==> src/verilog/ahrp_pkg.sv <==
/*
 Constants for the host-side controller of an asynchronous 8-bit register port.
 Assumes a 50 MHz mclk; all strobe timing is expressed in mclk cycles.
*/
package ahrp_pkg;
    // ------------------------------------------------------------
    // widths
    // ------------------------------------------------------------
    localparam int ahrp_addr_w = 8;
    localparam int ahrp_data_w = 8;
    localparam int ahrp_test_bit = 7;

    // ------------------------------------------------------------
    // timing, in ns with derived cycle counts
    // ------------------------------------------------------------
    localparam int ahrp_clk_ns = 20;
    localparam int ahrp_setup_ns = 40;
    localparam int ahrp_strobe_ns = 100;
    localparam int ahrp_hold_ns = 40;
    localparam int ahrp_setup_cyc = (ahrp_setup_ns + ahrp_clk_ns - 1)
        / ahrp_clk_ns;
    localparam int ahrp_strobe_cyc = (ahrp_strobe_ns + ahrp_clk_ns - 1)
        / ahrp_clk_ns;
    localparam int ahrp_hold_cyc = (ahrp_hold_ns + ahrp_clk_ns - 1)
        / ahrp_clk_ns;
    localparam int ahrp_cnt_w = 8;

    // ------------------------------------------------------------
    // reset values
    // ------------------------------------------------------------
    localparam logic [7:0] ahrp_zero8 = 8'h00;
    localparam logic [ahrp_cnt_w-1:0] ahrp_cnt_zero = 8'h00;

    // ------------------------------------------------------------
    // sequencer states, gray along idle-addr-strobe-hold-done
    // ------------------------------------------------------------
    typedef enum logic [2:0] {
        ahrp_idle = 3'h0,
        ahrp_addr = 3'h1,
        ahrp_strobe = 3'h3,
        ahrp_hold = 3'h2,
        ahrp_done = 3'h6
    } ahrp_state_type;
endpackage

==> src/verilog/ahrp_host.sv <==
/*
 Host controller driving an asynchronous 8-bit register port: chip select,
 read and write strobes, address with latch enable, two-way data bus,
 device reset, and the open-drain interrupt line sampled back.
 Assumes the user side issues one request at a time, holding it until
 done pulses; the device returns read data while select and read are low.
*/
`timescale 1ns/1ps
module ahrp_host #(
    parameter int setup_cyc = ahrp_pkg::ahrp_setup_cyc,
    parameter int strobe_cyc = ahrp_pkg::ahrp_strobe_cyc,
    parameter int hold_cyc = ahrp_pkg::ahrp_hold_cyc
) (
    input wire logic mclk,
    input wire logic rst_b,
    input wire logic clk_en,
    input wire logic req,
    input wire logic req_write,
    input wire logic req_test,
    input wire logic [6:0] req_addr,
    input wire logic [7:0] req_wdata,
    input wire logic dev_reset_req,
    output logic busy,
    output logic done,
    output logic [7:0] rdata,
    output logic irq_pending,
    output logic chip_select_n,
    output logic read_strobe_n,
    output logic write_strobe_n,
    output logic addr_latch_en,
    output logic [7:0] addr,
    output logic [7:0] data_out,
    output logic data_oe,
    input wire logic [7:0] data_in,
    output logic async_reset_n,
    input wire logic interrupt_out_n
);
    // ------------------------------------------------------------
    // state
    // ------------------------------------------------------------
    typedef struct packed {
        ahrp_pkg::ahrp_state_type state;
        logic [ahrp_pkg::ahrp_cnt_w-1:0] cnt;
        logic write;
        logic busy;
        logic done;
        logic [7:0] rdata;
        logic irq_pending;
        logic chip_select_n;
        logic read_strobe_n;
        logic write_strobe_n;
        logic addr_latch_en;
        logic [7:0] addr;
        logic [7:0] data_out;
        logic data_oe;
        logic async_reset_n;
    } ahrp_host_type;

    ahrp_host_type st;
    ahrp_host_type next_st;
    logic [7:0] data_sync;
    logic irq_sync_n;

    function automatic logic [ahrp_pkg::ahrp_cnt_w-1:0] cyc(input int n);
        cyc = (n < 1) ? 8'h01 : n[ahrp_pkg::ahrp_cnt_w-1:0];
    endfunction

    // ------------------------------------------------------------
    // pin inputs cross two flops; read data settles during strobe
    // ------------------------------------------------------------
    ahrp_sync #(.width(9)) u_sync (
        .mclk(mclk),
        .rst_b(rst_b),
        .clk_en(clk_en),
        .async_in({interrupt_out_n, data_in}),
        .reset_val(9'h1FF),
        .sync_out({irq_sync_n, data_sync})
    );

    // ------------------------------------------------------------
    // access sequencer
    // ------------------------------------------------------------
    always_comb
    begin
        next_st = st;
        next_st.done = 1'b0;
        // open-drain line: low means an unmasked source is active
        next_st.irq_pending = ~irq_sync_n;
        next_st.async_reset_n = ~dev_reset_req;
        if (st.cnt != ahrp_pkg::ahrp_cnt_zero)
        begin
            next_st.cnt = st.cnt - 8'h01;
        end
        unique case (st.state)
            ahrp_pkg::ahrp_idle:
            begin
                next_st.chip_select_n = 1'b1;
                next_st.read_strobe_n = 1'b1;
                next_st.write_strobe_n = 1'b1;
                next_st.data_oe = 1'b0;
                next_st.addr_latch_en = 1'b0;
                // no access while the device is held in reset
                if (req && !dev_reset_req && !st.done)
                begin
                    next_st.state = ahrp_pkg::ahrp_addr;
                    next_st.busy = 1'b1;
                    next_st.write = req_write;
                    next_st.addr = {req_test, req_addr};
                    next_st.addr_latch_en = 1'b1;
                    next_st.chip_select_n = 1'b0;
                    next_st.data_out = req_wdata;
                    next_st.data_oe = req_write;
                    next_st.cnt = cyc(setup_cyc);
                end
            end
            ahrp_pkg::ahrp_addr:
            begin
                if (st.cnt == 8'h01)
                begin
                    // latch closes on the same edge the strobe falls, address stays held
                    next_st.addr_latch_en = 1'b0;
                    next_st.state = ahrp_pkg::ahrp_strobe;
                    next_st.read_strobe_n = st.write;
                    next_st.write_strobe_n = ~st.write;
                    next_st.cnt = cyc(strobe_cyc + 2);
                end
            end
            ahrp_pkg::ahrp_strobe:
            begin
                if (st.cnt == 8'h01)
                begin
                    // two extra cycles cover the synchroniser delay
                    if (!st.write)
                    begin
                        next_st.rdata = data_sync;
                    end
                    // rising write edge stores data, select still low
                    next_st.read_strobe_n = 1'b1;
                    next_st.write_strobe_n = 1'b1;
                    next_st.state = ahrp_pkg::ahrp_hold;
                    next_st.cnt = cyc(hold_cyc);
                end
            end
            ahrp_pkg::ahrp_hold:
            begin
                if (st.cnt == 8'h01)
                begin
                    next_st.chip_select_n = 1'b1;
                    next_st.data_oe = 1'b0;
                    next_st.state = ahrp_pkg::ahrp_done;
                end
            end
            ahrp_pkg::ahrp_done:
            begin
                // acknowledge by register access is the user's read/write
                next_st.busy = 1'b0;
                next_st.done = 1'b1;
                next_st.state = ahrp_pkg::ahrp_idle;
            end
            default:
            begin
                next_st.state = ahrp_pkg::ahrp_idle;
            end
        endcase
    end

    always_ff @(posedge mclk)
    begin
        if (!rst_b)
        begin
            st <= '0;
            st.state <= ahrp_pkg::ahrp_idle;
            st.chip_select_n <= 1'b1;
            st.read_strobe_n <= 1'b1;
            st.write_strobe_n <= 1'b1;
            st.async_reset_n <= 1'b0;
        end
        else if (clk_en)
        begin
            st <= next_st;
        end
    end

    // ------------------------------------------------------------
    // outputs straight from the state flops
    // ------------------------------------------------------------
    assign busy = st.busy;
    assign done = st.done;
    assign rdata = st.rdata;
    assign irq_pending = st.irq_pending;
    assign chip_select_n = st.chip_select_n;
    assign read_strobe_n = st.read_strobe_n;
    assign write_strobe_n = st.write_strobe_n;
    assign addr_latch_en = st.addr_latch_en;
    assign addr = st.addr;
    assign data_out = st.data_out;
    assign data_oe = st.data_oe;
    assign async_reset_n = st.async_reset_n;
endmodule

==> src/verilog/ahrp_sync.sv <==
/*
 Two-flop synchroniser for pin inputs.
 Assumes inputs are asynchronous to mclk; first flop read only by the second.
*/
`timescale 1ns/1ps
module ahrp_sync #(
    parameter int width = 1
) (
    input wire logic mclk,
    input wire logic rst_b,
    input wire logic clk_en,
    input wire logic [width-1:0] async_in,
    input wire logic [width-1:0] reset_val,
    output logic [width-1:0] sync_out
);
    typedef struct packed {
        logic [width-1:0] meta;
        logic [width-1:0] out;
    } ahrp_sync_type;

    ahrp_sync_type st;
    ahrp_sync_type next_st;

    always_comb
    begin
        next_st = st;
        next_st.meta = async_in;
        next_st.out = st.meta;
    end

    always_ff @(posedge mclk)
    begin
        if (!rst_b)
        begin
            st.meta <= reset_val;
            st.out <= reset_val;
        end
        else if (clk_en)
        begin
            st <= next_st;
        end
    end

    assign sync_out = st.out;
endmodule
==> config.mk <==
export PLATFORM = sky130hd
export DESIGN_NAME = ahrp_host
export DESIGN_NICKNAME = d
export VERILOG_FILES = /design/src/verilog/ahrp_pkg.sv /design/src/verilog/ahrp_host.sv /design/src/verilog/ahrp_sync.sv
export SDC_FILE = /design/constraint.sdc
export NUM_CORES = 1
export LEC_CHECK = 0
export BUFFER_PORTS_ARGS = -buffer_cell sky130_fd_sc_hd__buf_2
export CORE_MARGIN = 2
export CORE_UTILIZATION = 50
export CTS_BUF_LIST = sky130_fd_sc_hd__clkbuf_4 sky130_fd_sc_hd__clkbuf_8
export CTS_CLUSTER_DIAMETER = 30
export DETAILED_ROUTE_END_ITERATION = 6
export GPL_TIMING_DRIVEN = 1
export HOLD_SLACK_MARGIN = 0.02
export PLACE_DENSITY = 0.77
export SYNTH_ARGS = -nofsm -noshare
export SYNTH_HDL_FRONTEND = slang
export SYNTH_SLANG_ARGS = --single-unit
==> constraint.sdc <==
create_clock -name mclk -period 1.65 [get_ports mclk]
set_input_delay 0.2475 -clock mclk [delete_from_list [all_inputs] [get_ports mclk]]
set_output_delay 0.2475 -clock mclk [all_outputs]
set_load 0.01 [all_outputs]
==> results.tsv <==
metric	value	unit
regArea	0.00126	mm²
multi_input_area	0.00136	mm²
drive_above_1_share	35.3	%
rows	27	
cts.sinks	63	
n_antenna_cell	0	
synth_warnings	0	
grt_pass1_wl	9.74	mm
max_stage_delay	330	ps
crit_arrival	1840	ps
syn_inst	318	
wirelength	5.97	mm
fin_area	0.00351	mm²
ys_async_sr_fraction	0	%
path_buf_inv	3	
hold_buffers	0	
fin_crit	1610	ps
worst_slew_pin_slew	428	ps
via_per_inst	5.13	
synth_area_leaders	dfxtp_1 44%, mux2i_1 9.4%, nand2_1 7.7%	
htree_levels	3	
final.fill_count	493	
drv_cap	0	
fin_hold_ws	121	ps
path_class	flip-flop to flip-flop	
finClkSkew	6.53	ps
synth_enable_flop_cells	0	
worstHoldPathCells	3	
cp_top_family	simple AND/OR/NAND/NOR gates	
slew_viol_final	0	
cts-buffers-inserted	9	
antenna_left	0	
setup_viol	0	
reg2reg_slack	40	ps
clkTransAtPathRegs	70	ps
min_from	interrupt_out_n	
cts_buffer_depth	2	
die-area	0.00639	mm²
die_y	80.0	µm
design.core.area	0.00554	mm²
placed_area	0.00318	mm²
num_io_pins	64	
final_common_cell	buf_2	
synth.distinct_cells	55	
r2r-start	st[35]$_SDFFE_PN0P_	
path_max_fanout	8	
grt_max_degree	32	
syn_area	0.00289	mm²
overflow	0	
first_global_vias	2143	
rsz0062_at_grt	true	
vias	2304	
drc	0	
seq_area_frac_synth	43.7	%
crit_path_end_kind	flip-flop	
io_buffers	63	
wl_per_cell	13.3	µm
vdd_drop_max	0.762	mV
drt_iter0_markers	154	
clockRootBuffer	clkbuf_8	
startpoint_type	flip-flop	
synth_ff_type	dfxtp_1	
nNetsFinal	406	
maxSlewHeadroom	71.5	%
area_delta_synth_final	21.8	%
avgSynthCellArea	9.07	µm²
clk_latency	340	ps
hold_viol_final	0	
period_share	97.8	%
min_delay_worst_endpoint	u_sync.next_st[8]$_SDFFE_PN1P_	
grt_usage	19.8	%
cts_tree	yes	
antenna_found_initial	0	
p_total	5.12	mW
final_cell_mix	63 x buf_2, 61 x dfxtp_1, 57 x nand2_1	
gp_congestion	0.845	
holdCritPathClass	input port to flip-flop	
dp_hpwl	4.13	mm
die_width	80.0	µm
rr_worst_depth	8	
first_pass_iters	4	
pwr_density_cell	1460	mW/mm²
cp_cell_sequence	inv_2 -> ha_4 -> nor4b_4 -> buf_6 -> buf_12 -> nand4_4 -> mux2i_1 -> nor2_1	
synth.net_count	352	
status	complete, no violations	
start_util	52.1	%
path_depth	8	
worst_path_max_delay_cell	dfxtp_2	
p_leak	1.61	nW
required	1880	ps
ys_ff_latch	63	
synth_top_area_share	43.7	%
rr_endpoint	rdata[3]$_SDFFE_PN0P_	
synth.largest_area_cell	dfxtp_1	
fmax	620	MHz
-- synthesized netlist by cell type, types with 2 or more instances --
master and count:
dfxtp_1 63, o31ai_1 2, a31oi_1 5, clkbuf_1 6
buf_4 29, buf_1 3, nand2b_1 3, nand4_1 2
inv_1 4, nor3_4 2, a211oi_1 3, buf_2 3
ha_1 3, nand3_1 6, mux2i_1 27, a21boi_0 2
nand4b_1 2, a21oi_1 29, or2_2 2, a21o_1 2
nor2_1 21, nor3_1 2, o21ai_0 5, nand2_1 59
or3_1 2, a31o_2 2
-- per-stage QoR --
stage | util (%) | TNS (ps) | cells | setup WS, ps
6_report | 63.4 | 0 | 449 | 35.8
5_1_grt | 63.4 | -441 | 449 | -56.3
4_1_cts | 62.0 | 0 | 448 | 2.24
3_5_place_dp | 57.4 | 0 | 432 | 26.6
3_3_place_gp | 57.4 | 0 | 432 | 46.8
2_1_floorplan | - | 0 | 318 | 1.23
-- flip-flops by register name, indices dropped and copies added, names as in the netlist --
| signal | flops |
|---|---|
| st | 12 |
| u_sync.next_st | 9 |
| u_sync.sync_out | 9 |
| addr | 8 |
| data_out | 8 |
| rdata | 8 |
| addr_latch_en | 1 |
| async_reset_n | 1 |
| busy | 1 |
| chip_select_n | 1 |
| data_oe | 1 |
| done | 1 |
| irq_pending | 1 |
| read_strobe_n | 1 |
| write_strobe_n | 1 |
-- worst reg2reg max path: stages (launching register included) --
cell and delay, ps:
dfxtp_2 330, inv_2 70, ha_4 120, nor4b_4 200, buf_6 170, buf_12 110, nand4_4 220, mux2i_1 230
nor2_1 60
-- routing by layer --
metal	vias to the layer above	track usage [%]	wire length, µm
met3	9	6.90	411
met2	70	31.5	2770
met5	-	0	0
met4	0	7.80	88
li1	1177	-	-
met1	1048	24.4	2700
-- worst max path at each step --
stage	start	to	slack [ps]
floorplan	st[34]$_SDFFE_PN0P_	read_strobe_n$_SDFFE_PN1P_	1
global placement	dev_reset_req	chip_select_n$_SDFFE_PN1P_	50
detailed placement	st[35]$_SDFFE_PN0P_	st[39]$_SDFFE_PN0P_	30
CTS	st[35]$_SDFFE_PN0P_	st[36]$_SDFFE_PN0P_	2
global route	st[35]$_SDFFE_PN0P_	rdata[4]$_SDFFE_PN0P_	-60
finish	st[35]$_SDFFE_PN0P_	rdata[3]$_SDFFE_PN0P_	40
-- cell families (layout without fill, tap and decap cells) --
family,after synthesis,count (layout),share of synthesized area [%]
compound gates,60,60,13.5
xor+xnor,1,1,0.304
fa+ha+maj,3,3,1.30
buf+inv,49,108,11.1
flops,63,63,43.7
mux,27,27,9.37
simple gates,115,115,20.7
-- power breakdown --
part | internal [mW] | switching, mW | total (mW) | leakage, nW
clock network | 1.09 | 0.597 | 1.68 | 0.130
registers | 1.66 | 0.161 | 1.82 | 0.514
logic | 0.811 | 0.810 | 1.62 | 0.963
total | 3.56 | 1.57 | 5.12 | 1.61
-- repair_timing --
item / 4_1_cts / 5_1_grt
buffers inserted: 0 / 1
endpoints found under the setup margin: 0 / 39
gates resized for setup: 0 / 15
-- final cells by class --
type	count	area share, %
Clock buffer	11	4.31
Clock inverter	5	2.96
Inverter	4	0.427
Multi-Input combinational cell	206	38.6
Sequential cell	63	36.0
Tap cell	72	2.56
Timing Repair Buffer	88	15.1
(Power assumes the default switching activity.)
